<file path="config.mk">
export PLATFORM = sky130hd
export DESIGN_NAME = uaf_serial_rx
export DESIGN_NICKNAME = d
export VERILOG_FILES = /design/src/uaf_pkg.sv /design/src/uaf_rx_if.sv /design/src/uaf_addr_match.sv /design/src/uaf_rx_frame.sv /design/src/uaf_serial_rx.sv
export SDC_FILE = /design/constraint.sdc
export NUM_CORES = 1
export LEC_CHECK = 0
export BUFFER_PORTS_ARGS = -buffer_cell sky130_fd_sc_hd__buf_4
export CAP_MARGIN = 20
export CELL_PAD_IN_SITES_DETAIL_PLACEMENT = 0
export CELL_PAD_IN_SITES_GLOBAL_PLACEMENT = 2
export CORE_MARGIN = 5
export CORE_UTILIZATION = 40
export DETAILED_ROUTE_END_ITERATION = 10
export PLACE_DENSITY = 0.91
export REMOVE_ABC_BUFFERS = 1
export SLEW_MARGIN = 40
export SYNTH_ARGS = -nofsm -noshare
export SYNTH_HDL_FRONTEND = slang
export SYNTH_SLANG_ARGS = --single-unit
</file>
<file path="constraint.sdc">
create_clock -name core_clk -period 6.5 [get_ports core_clk]
set_clock_uncertainty 0.15 [all_clocks]
set_input_delay 1.95 -clock core_clk [delete_from_list [all_inputs] [get_ports core_clk]]
set_output_delay 1.95 -clock core_clk [all_outputs]
set_load 0.02 [all_outputs]
</file>
<file path="src/uaf_pkg.sv">
// package: register map, reset values, field positions and state codes
package uaf_pkg;
  // register offsets
  localparam logic [7:0] SCTL_OFS  = 8'h98;
  localparam logic [7:0] RBUF_OFS  = 8'h99;
  localparam logic [7:0] PCTL_OFS  = 8'h87;
  localparam logic [7:0] SADR_OFS  = 8'hA9;
  localparam logic [7:0] SMSK_OFS  = 8'hB9;
  localparam logic [7:0] ISTAT_OFS = 8'hC0;
  localparam logic [7:0] IMASK_OFS = 8'hC1;
  localparam logic [7:0] BAUD_OFS  = 8'hC2;
  // reset values
  localparam logic [7:0] SCTL_RST  = 8'h00;
  localparam logic [7:0] PCTL_RST  = 8'h00;
  localparam logic [7:0] SADR_RST  = 8'h00;
  localparam logic [7:0] SMSK_RST  = 8'h00;
  localparam logic [7:0] BAUD_RST  = 8'h0F;
  localparam logic [1:0] IRQ_RST   = 2'h0;
  // serial control fields
  localparam int SCTL_MODE0_BIT = 7;
  localparam int SCTL_MODE1_BIT = 6;
  localparam int SCTL_CMP_BIT   = 5;
  localparam int SCTL_REN_BIT   = 4;
  localparam int SCTL_TB8_BIT   = 3;
  localparam int SCTL_RB8_BIT   = 2;
  localparam int SCTL_TI_BIT    = 1;
  localparam int SCTL_RI_BIT    = 0;
  // power control field
  localparam int PCTL_FSEL_BIT  = 6;
  // interrupt status fields
  localparam int IRQ_RX_BIT     = 0;
  localparam int IRQ_FE_BIT     = 1;
  // serial modes
  localparam logic [1:0] MODE_SHIFT = 2'h0;
  localparam logic [1:0] MODE_8BIT  = 2'h1;
  // oversampling: ticks per bit and the mid-bit sample point; frame bit counts
  localparam logic [3:0] OVS_LAST   = 4'hF;
  localparam logic [3:0] OVS_MID    = 4'h7;
  localparam logic [3:0] BITS_8     = 4'h8;
  localparam logic [3:0] BITS_9     = 4'h9;
  // receiver states
  typedef enum logic [3:0] {
    RX_IDLE  = 4'h1,
    RX_START = 4'h2,
    RX_DATA  = 4'h4,
    RX_STOP  = 4'h8
  } uaf_rx_state_t;
endpackage

</file>
<file path="src/uaf_rx_if.sv">
// interface: received frame handed from the deserialiser to the core
`timescale 1ns/1ps
interface uaf_rx_if;
  logic [8:0] data;
  logic       stop_ok;
  logic       done;
  logic       shift_clk;
  modport frame (output data, output stop_ok, output done, output shift_clk);
  modport core  (input data, input stop_ok, input done, input shift_clk);
endinterface

</file>
<file path="src/uaf_addr_match.sv">
// address matcher: given and broadcast comparison of one received byte
`timescale 1ns/1ps
module uaf_addr_match (
  // compare inputs
  input  wire logic [7:0] rx_byte,
  input  wire logic [7:0] slave_address,
  input  wire logic [7:0] slave_address_mask,
  // result
  output logic            match
);
  // one where the byte has every required one bit
  function automatic logic covers(input logic [7:0] b, input logic [7:0] need);
    covers = ((b & need) == need);
  endfunction
  logic given_hit;
  logic bcast_hit;
  // masked bits compare, unmasked are don't-care
  assign given_hit = ((rx_byte ^ slave_address) & slave_address_mask) == 8'h00;
  // broadcast: ones of the or must be ones in the byte
  assign bcast_hit = covers(rx_byte, slave_address | slave_address_mask);
  assign match     = given_hit | bcast_hit;
endmodule

</file>
<file path="src/uaf_rx_frame.sv">
// deserialiser: start detect, mid-bit sampling, stop check, shift mode
`timescale 1ns/1ps
module uaf_rx_frame (
  // clock and reset
  input  wire logic       core_clk,
  input  wire logic       rst,
  // control
  input  wire logic       rx_pin,
  input  wire logic       tick,
  input  wire logic       enable,
  input  wire logic [1:0] mode,
  // frame out
  uaf_rx_if.frame         rxo
);
  logic                  meta_reg;
  logic                  sync_reg;
  uaf_pkg::uaf_rx_state_t state_reg;
  logic [3:0]            tick_cnt_reg;
  logic [3:0]            bit_cnt_reg;
  logic [8:0]            shift_reg;
  logic [3:0]            nbits;
  logic                  is_shift;
  assign is_shift = (mode == uaf_pkg::MODE_SHIFT);
  assign nbits    = (mode == uaf_pkg::MODE_8BIT || is_shift) ? uaf_pkg::BITS_8 : uaf_pkg::BITS_9;
  // two-stage synchroniser for the pin
  always_ff @(posedge core_clk) begin
    meta_reg <= rx_pin;
    sync_reg <= meta_reg;
  end
  // frame sequencer; shift mode clocks one bit per two ticks
  always_ff @(posedge core_clk) begin
    rxo.done <= 1'b0;
    if (rst || !enable) begin
      state_reg     <= uaf_pkg::RX_IDLE;
      tick_cnt_reg  <= 4'h0;
      bit_cnt_reg   <= 4'h0;
      shift_reg     <= 9'h000;
      rxo.data      <= 9'h000;
      rxo.stop_ok   <= 1'b0;
      rxo.shift_clk <= 1'b1;
    end else if (tick) begin
      case (state_reg)
        uaf_pkg::RX_IDLE: begin
          tick_cnt_reg <= 4'h0;
          bit_cnt_reg  <= 4'h0;
          if (is_shift) begin
            state_reg     <= uaf_pkg::RX_DATA;
            rxo.shift_clk <= 1'b0;
          end else if (!sync_reg) begin
            state_reg <= uaf_pkg::RX_START;
          end
        end
        uaf_pkg::RX_START: begin
          if (tick_cnt_reg == uaf_pkg::OVS_MID) begin
            tick_cnt_reg <= 4'h0;
            state_reg    <= sync_reg ? uaf_pkg::RX_IDLE : uaf_pkg::RX_DATA; // false start
          end else begin
            tick_cnt_reg <= tick_cnt_reg + 4'h1;
          end
        end
        uaf_pkg::RX_DATA: begin
          if (is_shift) begin
            rxo.shift_clk <= ~rxo.shift_clk;
            if (!rxo.shift_clk) begin
              shift_reg   <= {sync_reg, shift_reg[8:1]};
              bit_cnt_reg <= bit_cnt_reg + 4'h1;
              if (bit_cnt_reg == nbits - 4'h1) begin
                rxo.data    <= {1'b0, sync_reg, shift_reg[8:2]};
                rxo.stop_ok <= 1'b1;
                rxo.done    <= 1'b1;
                state_reg   <= uaf_pkg::RX_STOP;
              end
            end
          end else if (tick_cnt_reg == uaf_pkg::OVS_LAST) begin
            tick_cnt_reg <= 4'h0;
            shift_reg    <= {sync_reg, shift_reg[8:1]};
            bit_cnt_reg  <= bit_cnt_reg + 4'h1;
            if (bit_cnt_reg == nbits - 4'h1) state_reg <= uaf_pkg::RX_STOP;
          end else begin
            tick_cnt_reg <= tick_cnt_reg + 4'h1;
          end
        end
        uaf_pkg::RX_STOP: begin
          if (is_shift) begin
            rxo.shift_clk <= 1'b1;      // shift mode waits here until the flag sets and disables it
          end else if (tick_cnt_reg == uaf_pkg::OVS_LAST) begin
            // 8-bit mode carries the stop bit as the ninth bit
            rxo.data    <= (nbits == uaf_pkg::BITS_8) ? {sync_reg, shift_reg[8:1]} : shift_reg;
            rxo.stop_ok <= sync_reg;
            rxo.done    <= 1'b1;
            state_reg   <= uaf_pkg::RX_IDLE;
          end else begin
            tick_cnt_reg <= tick_cnt_reg + 4'h1;
          end
        end
        default: state_reg <= uaf_pkg::RX_IDLE;
      endcase
    end
  end
endmodule

</file>
<file path="src/uaf_serial_rx.sv">
// serial receiver top: registers, framing error, address recognition
//
// Operation
// in modes 1, 2 and 3 each frame is checked for a stop bit and a missing one sets the error.
// the framing error stays set until software writes it to zero; good frames never clear it.
// control bit 7 reaches the mode bit when the select bit is 0 and the error when it is 1.
// with compare enabled in 9-bit modes the flag sets only on a given or broadcast match.
// address bytes carry a ninth bit of 1 and data bytes a ninth bit of 0.
// while compare is enabled data bytes never set the flag; clearing it lets them through. Here mode 0 bytes still set it.
// in mode 1 with compare enabled the flag needs a match and a valid stop bit.
// in mode 0 the compare enable has no effect on reception.
// the given address compares only the bits where the mask is one.
// the broadcast address is address or mask, a byte matching with ones at all its ones.
// address and mask reset to zero so every address byte matches.
// the address register sits at A9 and the mask register at B9.
// in 9-bit modes with compare on, only ninth-bit-one frames are compared, misses dropped.
//
// Chosen here: the address-and-strobe port.
`timescale 1ns/1ps
module uaf_serial_rx (
  // clock and reset
  input  wire logic       core_clk,
  input  wire logic       rst,
  // register port
  input  wire logic [7:0] reg_addr,
  input  wire logic [7:0] reg_wdata,
  input  wire logic       reg_wr,
  input  wire logic       reg_rd,
  output logic [7:0]      reg_rdata,
  // serial pins
  input  wire logic       rx_pin,
  output logic            shift_clk,
  // interrupt
  output logic            irq
);

  //////////////////////////////////////////////////////////////////////////
  // register state

  logic [7:0] serial_control_reg;
  logic       framing_error_flag_reg;
  logic [7:0] power_control_reg;
  logic [7:0] slave_address_reg;
  logic [7:0] slave_address_mask_reg;
  logic [7:0] rx_buffer_reg;
  logic [7:0] baud_div_reg;
  logic [1:0] irq_status_reg;
  logic [1:0] irq_mask_reg;
  logic [7:0] baud_cnt_reg;
  logic       tick_reg;

  // decoded control
  logic [1:0] mode;
  logic       compare_en;
  logic       rx_enable;
  logic       receive_flag;
  logic       flag_select;

  assign mode         = {serial_control_reg[uaf_pkg::SCTL_MODE0_BIT],
                         serial_control_reg[uaf_pkg::SCTL_MODE1_BIT]};
  assign compare_en   = serial_control_reg[uaf_pkg::SCTL_CMP_BIT];
  assign rx_enable    = serial_control_reg[uaf_pkg::SCTL_REN_BIT];
  assign receive_flag = serial_control_reg[uaf_pkg::SCTL_RI_BIT];
  assign flag_select  = power_control_reg[uaf_pkg::PCTL_FSEL_BIT];

  //////////////////////////////////////////////////////////////////////////
  // access decode

  logic wr_sctl;
  logic wr_pctl;
  logic wr_sadr;
  logic wr_smsk;
  logic wr_imask;
  logic wr_baud;
  logic rd_istat;

  // one decode per register so writes never alias
  assign wr_sctl  = reg_wr && (reg_addr == uaf_pkg::SCTL_OFS);
  assign wr_pctl  = reg_wr && (reg_addr == uaf_pkg::PCTL_OFS);
  assign wr_sadr  = reg_wr && (reg_addr == uaf_pkg::SADR_OFS);
  assign wr_smsk  = reg_wr && (reg_addr == uaf_pkg::SMSK_OFS);
  assign wr_imask = reg_wr && (reg_addr == uaf_pkg::IMASK_OFS);
  assign wr_baud  = reg_wr && (reg_addr == uaf_pkg::BAUD_OFS);
  assign rd_istat = reg_rd && (reg_addr == uaf_pkg::ISTAT_OFS);

  //////////////////////////////////////////////////////////////////////////
  // baud tick

  // one tick per baud_div+1 clocks; 16 ticks per bit in modes 1 to 3,
  // two ticks per bit in mode 0; mode 2 shares the divider by design
  always_ff @(posedge core_clk) begin
    if (rst) begin
      baud_cnt_reg <= 8'h00;
      tick_reg     <= 1'b0;
    end else if (baud_cnt_reg >= baud_div_reg) begin
      baud_cnt_reg <= 8'h00;
      tick_reg     <= 1'b1;
    end else begin
      baud_cnt_reg <= baud_cnt_reg + 8'h01;
      tick_reg     <= 1'b0;
    end
  end

  //////////////////////////////////////////////////////////////////////////
  // deserialiser and matcher

  uaf_rx_if rxi ();

  logic frame_enable;
  logic addr_match;

  // shift mode only runs while the receive flag is clear
  assign frame_enable = rx_enable && (mode != uaf_pkg::MODE_SHIFT || !receive_flag);

  uaf_rx_frame u_frame (
    .core_clk (core_clk),
    .rst      (rst),
    .rx_pin   (rx_pin),
    .tick     (tick_reg),
    .enable   (frame_enable),
    .mode     (mode),
    .rxo      (rxi.frame)
  );

  uaf_addr_match u_match (
    .rx_byte            (rxi.data[7:0]),
    .slave_address      (slave_address_reg),
    .slave_address_mask (slave_address_mask_reg),
    .match              (addr_match)
  );

  //////////////////////////////////////////////////////////////////////////
  // acceptance of a finished frame

  logic accept;
  logic fe_event;

  // decide whether a finished frame loads the buffer and raises the flag
  always_comb begin
    accept = 1'b0;
    if (rxi.done && !receive_flag) begin
      case (mode)
        uaf_pkg::MODE_SHIFT: accept = 1'b1;
        uaf_pkg::MODE_8BIT:  accept = !compare_en || (rxi.stop_ok && addr_match);
        default: begin
          // ninth bit one marks an address byte, zero a data byte
          if (!compare_en) begin
            accept = 1'b1;
          end else begin
            accept = rxi.data[8] && addr_match;
          end
        end
      endcase
    end
  end

  // only asynchronous modes can see a missing stop bit
  assign fe_event = rxi.done && (mode != uaf_pkg::MODE_SHIFT) && !rxi.stop_ok;

  //////////////////////////////////////////////////////////////////////////
  // serial control register

  // software writes land first, hardware set of the flag wins afterwards
  always_ff @(posedge core_clk) begin
    if (rst) begin
      serial_control_reg <= uaf_pkg::SCTL_RST;
    end else begin
      if (wr_sctl) begin
        serial_control_reg[6:0] <= reg_wdata[6:0];
        if (!flag_select) begin
          serial_control_reg[uaf_pkg::SCTL_MODE0_BIT] <= reg_wdata[7];
        end
      end
      if (accept) begin
        serial_control_reg[uaf_pkg::SCTL_RI_BIT]  <= 1'b1;
        serial_control_reg[uaf_pkg::SCTL_RB8_BIT] <= rxi.data[8];
      end
    end
  end

  // framing error: sticky, software clears by writing zero through bit 7
  always_ff @(posedge core_clk) begin
    if (rst) begin
      framing_error_flag_reg <= 1'b0;
    end else if (fe_event) begin
      framing_error_flag_reg <= 1'b1;
    end else if (wr_sctl && flag_select) begin
      framing_error_flag_reg <= reg_wdata[7];
    end
  end

  // received byte buffer
  always_ff @(posedge core_clk) begin
    if (rst) begin
      rx_buffer_reg <= 8'h00;
    end else if (accept) begin
      rx_buffer_reg <= rxi.data[7:0];
    end
  end

  //////////////////////////////////////////////////////////////////////////
  // other software registers

  // power control: only the select bit steers this block
  always_ff @(posedge core_clk) begin
    if (rst) begin
      power_control_reg <= uaf_pkg::PCTL_RST;
    end else if (wr_pctl) begin
      power_control_reg <= reg_wdata;
    end
  end

  // zero after reset means every address byte matches
  always_ff @(posedge core_clk) begin
    if (rst) begin
      slave_address_reg      <= uaf_pkg::SADR_RST;
      slave_address_mask_reg <= uaf_pkg::SMSK_RST;
    end else begin
      if (wr_sadr) slave_address_reg <= reg_wdata;
      if (wr_smsk) slave_address_mask_reg <= reg_wdata;
    end
  end

  // baud divider; a change applies to the count in progress, which wraps at once if already at or past it
  always_ff @(posedge core_clk) begin
    if (rst) begin
      baud_div_reg <= uaf_pkg::BAUD_RST;
    end else if (wr_baud) begin
      baud_div_reg <= reg_wdata;
    end
  end

  //////////////////////////////////////////////////////////////////////////
  // interrupt status and mask

  logic [1:0] irq_events;

  assign irq_events = {fe_event, accept};

  // read clears, but an event in the same cycle survives the clear
  always_ff @(posedge core_clk) begin
    if (rst) begin
      irq_status_reg <= uaf_pkg::IRQ_RST;
    end else if (rd_istat) begin
      irq_status_reg <= irq_events;
    end else begin
      irq_status_reg <= irq_status_reg | irq_events;
    end
  end

  always_ff @(posedge core_clk) begin
    if (rst) begin
      irq_mask_reg <= uaf_pkg::IRQ_RST;
    end else if (wr_imask) begin
      irq_mask_reg <= reg_wdata[1:0];
    end
  end

  // level output one clock behind the status bits
  always_ff @(posedge core_clk) begin
    if (rst) begin
      irq <= 1'b0;
    end else begin
      irq <= |(irq_status_reg & irq_mask_reg);
    end
  end

  //////////////////////////////////////////////////////////////////////////
  // read port

  logic [7:0] sctl_view;

  // bit 7 shows the mode bit or the error depending on the select bit
  assign sctl_view = {flag_select ? framing_error_flag_reg
                                  : serial_control_reg[uaf_pkg::SCTL_MODE0_BIT],
                      serial_control_reg[6:0]};

  // data valid only in the cycle after the strobe, zero otherwise
  always_ff @(posedge core_clk) begin
    if (rst || !reg_rd) begin
      reg_rdata <= 8'h00;
    end else begin
      case (reg_addr)
        uaf_pkg::SCTL_OFS:  reg_rdata <= sctl_view;
        uaf_pkg::RBUF_OFS:  reg_rdata <= rx_buffer_reg;
        uaf_pkg::PCTL_OFS:  reg_rdata <= power_control_reg;
        uaf_pkg::SADR_OFS:  reg_rdata <= slave_address_reg;
        uaf_pkg::SMSK_OFS:  reg_rdata <= slave_address_mask_reg;
        uaf_pkg::ISTAT_OFS: reg_rdata <= {6'h00, irq_status_reg};
        uaf_pkg::IMASK_OFS: reg_rdata <= {6'h00, irq_mask_reg};
        uaf_pkg::BAUD_OFS:  reg_rdata <= baud_div_reg;
        default:            reg_rdata <= 8'h00;
      endcase
    end
  end

  //////////////////////////////////////////////////////////////////////////
  // shift clock pin

  // re-registered so the pin comes straight from a top-level flop;
  // idles high outside mode 0 reception
  always_ff @(posedge core_clk) begin
    if (rst) begin
      shift_clk <= 1'b1;
    end else begin
      shift_clk <= rxi.shift_clk;
    end
  end

endmodule

</file>
==> results by group, run 1 <==
Global routing
  – Gr usage total: 0.183
  – Congestion Overflow GR: 0
  – First-pass GRT wire length: between 20 and 25 mm
  – Antenna violations before repair: 0
  – Pin count of the biggest net entering global routing: 60
  – Vias in the first global route: 4,132

Floorplanning
  – Core Box Area: between 10,000 and 15,000 um^2
  – Row count: between 40 and 50
  – Die H: 124 um
  – Die W: roughly 120 um
  – Die ar.: 15,300 um^2
  – Number of placed I/O pins: 31
  – Initial core utilization: 0.409

Synthesis
  – Average size of a mapped cell: ~8.4 um^2
  – Most instantiated cells after synthesis: dfxtp_1, nand2_1, nor2_1, a21oi_1, mux2i_1
  – Mapped Cells: approximately 610
  – Share of synthesized registers carrying an async set or reset: 0
  – Post-synthesis cell type count: between 60 and 70
  – Post-synth top area cell: dfxtp_1
  – Post-synth EDFFs: 0
  – Synth Flop Type: dfxtp_1
  – Yosys reg bits: roughly 110
  – Yosys top cell area share: 0.415
  – Most numerous cell in the Yosys netlist: dfxtp_1
  – Synth area leaders: dfxtp_1, nand2_1, mux2i_1, a21oi_1, nor2_1
  – Yosys warns: 0
  – Post-synthesis sequential area ratio: 0.415
  – Post-synthesis cell area: around 5200 um^2

Setup path
  – Crit start category: primary input
  – WS Path Type: in -> reg
  – Critical Path RT: roughly 6600 ps
  – CP top delay family: simple AND/OR/NAND/NOR gates
  – Max Fanout on Critical Path: 14
  – Crit-path most repeated cell: nor2_1
  – Data arrival time of the critical path: a little under 4000 ps
  – Critical path endpoint category: flop
  – CP max stage cell: nor2b_1
  – Buf/Inv on CP: 1
  – Worst path cell trace: buf_4 -> nor2_1 -> and4_1 -> nor2b_1 -> and3_1 -> nor2_1 -> a211o_1
  – R2R Setup Slk: between 3000 and 4000 ps
  – Crit-path max cell delay: ~470 ps

Power and ir drop
  – Clock power share: 0.420
  – Switching power: 268 uW
  – Logic pwr share: 0.035
  – Sequential share of power: 0.545
  – Switch share: 0.221
  – PwrDens: approximately 210 nW/um^2
  – Peak VDD IR: approximately 0.11 mV
  – Int Pwr: around 950 uW
  – Pwr Total: 1210 uW
  – Leak pwr: between 0.002 and 0.0025 uW

CTS
  – Hold-fix buffers, CTS: 0
  – CTS buffer count: 9
  – H-tree depth: 3
  – Worst-skew pair later-pin latency: 350 ps
  – Clock root buffer master: clkbuf_16
  – Post-cts sizing count: 0
  – Worst-path clk slew: about 70 ps
  – Max clock buf depth: 2
  – CTS tree: yes
  – CTS sink cnt: about 110
  – # Post-CTS Setup Buffers: 0

Status
  – Outcome: complete, no violations

Timing
  – Max frequency: between 200 and 300 MHz
  – RSZ-0062 raised after global routing: no
  – Min Tclk post-route: about 3800 ps
  – # setup viols final: 0
  – Slew Viols, Final: 0
  – Final Hold Fails: 0
  – Crit share post-route: 0.582
  – Actual slew at the worst max-slew pin: 746 ps
  – Hold Worst Slack: around 180 ps
  – Final setup TNS: 0 ps
  – Worst slew margin: 0.496

Placed design
  – I/O Buffers: 30
  – Placed cell areas: 5480 um^2
  – HPWL Detailed: just under 10 mm
  – GP Congestion: slightly below 0.9

Drt
  – Final WL: about 14 mm
  – Total iterations of the first detailed-routing run: 5
  – Detailed-route DRC error count: 0
  – Mean routed wirelength per cell: roughly 17 um
  – Vias per cell: around 5.5
  – ANT nets after route: 0
  – Total number of vias: roughly 4,400
  – DRT iter0 DRCs: roughly 260

Finish
  – Area grow syn2layout: 11.5%
  – Post-layout nets: between 600 and 700
  – Final instance area: ~5800 um^2
  – Util after Layout: 0.456
  – Share of cells above drive strength 1: 0.115
  – # diodes: 0

Hold path
  – HP Class: reg -> reg

Run
  – Max_cap viols: 0
-- metrics by stage --
stage          instances  setup WS (ps)
3_5_place_dp         782           2390
4_1_cts              798           2760
3_3_place_gp         782           2520
5_1_grt              798           2580
2_1_floorplan        576           2470
6_report             798           2720
-- worst reg2reg max path: stages (launching register included) --
cell	delay, ps
dfxtp_1	480
nor4b_2	680
nor2_1	230
a211o_1	560
a211o_1	340
a21oi_1	130
-- final timing paths --
path	from	end	cells past startpoint
hold / removal	u_frame.meta_reg	u_frame.sync_reg	0
setup / recovery	reg_addr[4]	baud_div_reg[3]	7
setup reg to reg	u_frame.state_reg[2]	u_frame.rxo.data[4]	5
hold reg to reg	u_frame.meta_reg	u_frame.sync_reg	0
-- cell type report --
class	count	area, um^2
inverter	14	52.6
sequential	107	2140
clock inverter	3	23.8
tap	172	215
fill	1307	6860
timing repair buffer	34	255
clock buffer	13	250
multi-input combinational	455	2820
-- per-layer routing --
layer | vias up | global-route usage | share of wire
met1 | 2076 | 0.236 | 0.46
li1 | 2185 | - | -
met5 | - | 0 | 0
met2 | 92 | 0.299 | 0.47
met3 | 24 | 0.0413 | 0.043
met4 | 0 | 0.0678 | 0.025
-- cell usage in the layout, fill, tap and decap left out, types with 9 or more instances in the layout --
cell type	n
nand2_1	93
clkbuf_16	9
a21oi_1	65
inv_1	13
buf_4	34
xor2_1	13
nand3_1	25
a22oi_1	12
ha_1	11
a211o_1	13
mux2_2	14
nor2_1	70
mux2i_1	34
dfxtp_1	106
-- power groups by stage --
stage          logic [uW]  clock network, uW  registers [uW]
3_3_place_gp         41.8                  0             677
2_1_floorplan        12.5                  0             675
3_5_place_dp         42.7                  0             677
5_1_grt              45.6                551             661
6_report             43.0                509             661
4_1_cts              43.0                522             661
-- logic make-up (layout without fill, tap and decap cells) --
| family | Yosys count | after routing | share of synthesized area |
|---|---|---|---|
| and+or+nand+nor | 241 | 241 | 0.221 |
| buffers and inverters | 50 | 64 | 0.0400 |
| xor gates and xnor gates | 15 | 15 | 0.0254 |
| DFF | 107 | 107 | 0.415 |
| adders and majority gates | 11 | 11 | 0.0266 |
| AOI/OAI and AO/OA | 140 | 140 | 0.176 |
| muxes | 48 | 48 | 0.0964 |
Power figures use the tool's default switching activity.
==> run 2: changes to the inputs <==
--- a/config.mk
+++ b/config.mk
@@ -5,14 +5,15 @@
 export SDC_FILE = /design/constraint.sdc
 export NUM_CORES = 1
 export LEC_CHECK = 0
+export ABC_AREA = 1
 export BUFFER_PORTS_ARGS = -buffer_cell sky130_fd_sc_hd__buf_4
 export CAP_MARGIN = 20
 export CELL_PAD_IN_SITES_DETAIL_PLACEMENT = 0
 export CELL_PAD_IN_SITES_GLOBAL_PLACEMENT = 2
 export CORE_MARGIN = 5
-export CORE_UTILIZATION = 40
+export CORE_UTILIZATION = 35
 export DETAILED_ROUTE_END_ITERATION = 10
-export PLACE_DENSITY = 0.91
+export PLACE_DENSITY = 0.86
 export REMOVE_ABC_BUFFERS = 1
 export SLEW_MARGIN = 40
 export SYNTH_ARGS = -nofsm -noshare
==> constraint.sdc (replaced) <==
create_clock -name core_clk -period 3.8 [get_ports core_clk]
set_clock_uncertainty 0.15 [all_clocks]
set_input_delay 1.14 -clock core_clk [delete_from_list [all_inputs] [get_ports core_clk]]
set_output_delay 1.14 -clock core_clk [all_outputs]
set_load 0.02 [all_outputs]
==> results by group, run 2 <==
CTS
  – # Post-CTS Setup Buffers: 0 (unchanged)
  – CTS tree: yes
  – Worst-skew pair later-pin latency: 350 ps (about the same)
  – Post-cts sizing count: 0 (unchanged)
  – Worst-path clk slew: 70 ps (about the same)
  – H-tree depth: 3 (unchanged)
  – Clock root buffer master: clkbuf_16
  – Hold-fix buffers, CTS: 0 (unchanged)
  – Max clock buf depth: 2 (unchanged)
  – CTS buffer count: 9 (unchanged)
  – CTS sink cnt: 107 (unchanged)

Drt
  – ANT nets after route: 0 (unchanged)
  – Final WL: 14.7 mm (+8.8%)
  – Vias per cell: 5.00 (-8.9%)
  – Total number of vias: 4,879 (+11%)
  – Detailed-route DRC error count: 0 (unchanged)
  – Mean routed wirelength per cell: 15.1 um (-11%)
  – Total iterations of the first detailed-routing run: 6 (+1)
  – DRT iter0 DRCs: 228 (-11%)

Power and ir drop
  – Switch share: 0.210 (-0.0112)
  – PwrDens: 366 nW/um^2 (+73%)
  – Switching power: 468 uW (+75%)
  – Peak VDD IR: 0.267 mV (+140%)
  – Sequential share of power: 0.507 (-0.038)
  – Logic pwr share: 0.037 (+0.002)
  – Leak pwr: 0.00239 uW (+14%)
  – Int Pwr: 1760 uW (+87%)
  – Clock power share: 0.457 (+0.037)

Finish
  – Commonest non-fill, non-tap cells in the layout: nand2_1, dfxtp_1, nor2_1, o21ai_0, inv_1
  – # diodes: 0 (unchanged)
  – Post-layout nets: 816 (+25%)
  – Fillers: 1,603 (+23%)
  – Footprint of the multi-input gates: 2810 um^2 (-0.36%)
  – Most common cell after layout, fill and taps aside: nand2_1
  – Area grow syn2layout: 12.9%
  – Filler-free cell count of the finished design: 976 (+22%)
  – Share of cells above drive strength 1: 0.135 (+0.0195)
  – Sequential Area: 2140 um^2 (about the same)

Floorplanning
  – Die ar.: 18,000 um^2 (+18%)
  – Row count: 45 (+9.8%)
  – Number of placed I/O pins: 31 (unchanged)
  – Die W: 134 um (+8.6%)
  – Die H: 134 um (+8.6%)
  – Core Box Area: 15,200 um^2 (+20%)
  – Initial core utilization: 0.356 (-0.0536)

Placed design
  – GP Congestion: 0.874 (about the same)
  – HPWL Detailed: 11.1 mm (+13%)
  – Cell total after placement: 961 (+23%)
  – I/O Buffers: 30 (unchanged)

Timing
  – Crit share post-route: 0.719
  – Final Hold Fails: 0 (unchanged)
  – Final setup TNS: 0 ps (unchanged)
  – RSZ-0062 raised after global routing: no
  – Min Tclk post-route: 2730 ps
  – Slew Viols, Final: 0 (unchanged)
  – Max frequency: 366 MHz
  – Hold Worst Slack: 182 ps (+1.90 ps)
  – Worst slew margin: 0.535 (+0.0388)
  – # setup viols final: 0 (unchanged)
  – Actual slew at the worst max-slew pin: 697 ps (-49.3 ps)

Global routing
  – Congestion Overflow GR: 0 (unchanged)
  – Pin count of the biggest net entering global routing: 34 (-43%)
  – Gr usage total: 0.165 (-0.0180)
  – Vias in the first global route: 4,560 (+10%)
  – First-pass GRT wire length: 23.5 mm (+8.0%)
  – Antenna violations before repair: 0 (unchanged)

Setup path
  – Critical R2R Launch: slave_address_mask_reg[1]
  – Critical Path RT: 3930 ps (-2660 ps)
  – R2R Path End: serial_control_reg[2]
  – Max Fanout on Critical Path: 12 (-2)
  – WS Path Type: in -> reg
  – Crit start category: primary input
  – Data arrival time of the critical path: 2870 ps (-1000 ps)
  – Critical path endpoint category: flop
  – R2R depth: 10 (+5)
  – R2R Setup Slk: 1570 ps (-2300 ps)

Synthesis
  – Most instantiated cells after synthesis: nand2_1, dfxtp_1, nor2_1, o21ai_0, inv_1
  – Mapped Cells: 759 (+24%)
  – Share of synthesized registers carrying an async set or reset: 0 (unchanged)
  – Post-synthesis sequential area ratio: 0.396 (-0.0185)
  – Yosys reg bits: 107 (unchanged)
  – Most numerous cell in the Yosys netlist: nand2_1
  – Synth area leaders: dfxtp_1, nand2_1, o21ai_0, nor2_1, inv_1
  – Post-synthesis cell type count: 43 (-31%)
  – Average size of a mapped cell: 7.12 um^2 (-16%)
  – Post-synthesis cell area: 5410 um^2 (+4.7%)
  – Yosys warns: 0 (unchanged)
  – Synth Flop Type: dfxtp_1
  – Post-synth EDFFs: 0 (unchanged)
  – Post-synth top area cell: dfxtp_1
  – Yosys top cell area share: 0.396 (-0.0185)

Hold path
  – Worst hold start: u_frame.meta_reg
  – Hold Path Sink: u_frame.sync_reg
  – Worst Hold Path Cells: 0 (unchanged)
  – HP Class: reg -> reg

Status
  – Outcome: complete, no violations

Run
  – Max_cap viols: 0 (unchanged)
run 2: critical path: stages:
cell and delay (ps):
buf_4 120, inv_1 90, nand2_1 100, nor2_2 430, nand4_1 370, inv_1 360
o21ai_0 120, a21oi_1 130
run 2: final cells by class:
cell class	instances	share of cell area
Tap cell	188	0.0385
Clock inverter	4	0.0121
Multi-Input combinational cell	541	0.460
Clock buffer	11	0.0414
Timing Repair Buffer	33	0.0406
Sequential cell	107	0.351
Inverter	92	0.0566
run 2: power groups by stage:
stage / sequential, uW / combinational, uW / clock (uW)
after global routing: 1130 / 91.5 / 1090
final: 1130 / 81.7 / 1020
after CTS: 1130 / 82.5 / 1060
after floorplan: 1160 / 38.2 / 0
after detailed placement: 1160 / 82.3 / 0
after global placement: 1160 / 80.6 / 0
run 2: cells by family after synthesis:
logic type,Yosys count,synth area share
and+or+nand+nor,343,0.296
AOI/OAI and AO/OA,176,0.179
adders and majority gates,11,0.0255
xor gates and xnor gates,7,0.0113
DFF,107,0.396
buffers and inverters,111,0.0847
muxes,4,0.00741
run 2: per-stage QoR:
stage | util | total power (uW) | setup slack (ps) | cell area (um^2)
2_1_floorplan | - | 1190 | 1260 | 5290
3_3_place_gp | 0.380 | 1240 | 881 | 5780
3_5_place_dp | 0.380 | 1240 | 760 | 5780
4_1_cts | 0.401 | 2270 | 1130 | 6100
5_1_grt | 0.401 | 2310 | 914 | 6100
6_report | 0.401 | 2230 | 1070 | 6100
run 2: how the worst max path moves through the flow:
stage                      startpoint                        end
after floorplan           reg_addr[1]       slave_address_reg[0]
after global placement    reg_addr[1]               reg_rdata[7]
after detailed placement  reg_addr[1]  slave_address_mask_reg[2]
after CTS                 reg_addr[1]  slave_address_mask_reg[2]
after global routing      reg_addr[1]  slave_address_mask_reg[2]
final                     reg_addr[1]  slave_address_mask_reg[0]
run 2: per-layer routing:
metal | vias to the layer above | share of wire | GRT usage | wire (um)
met5 | - | 0 | 0 | 0
met4 | 0 | 0.018 | 0.0509 | 265
met3 | 19 | 0.043 | 0.0398 | 639
met2 | 98 | 0.47 | 0.278 | 6880
met1 | 2220 | 0.47 | 0.209 | 6940
li1 | 2542 | - | - | -
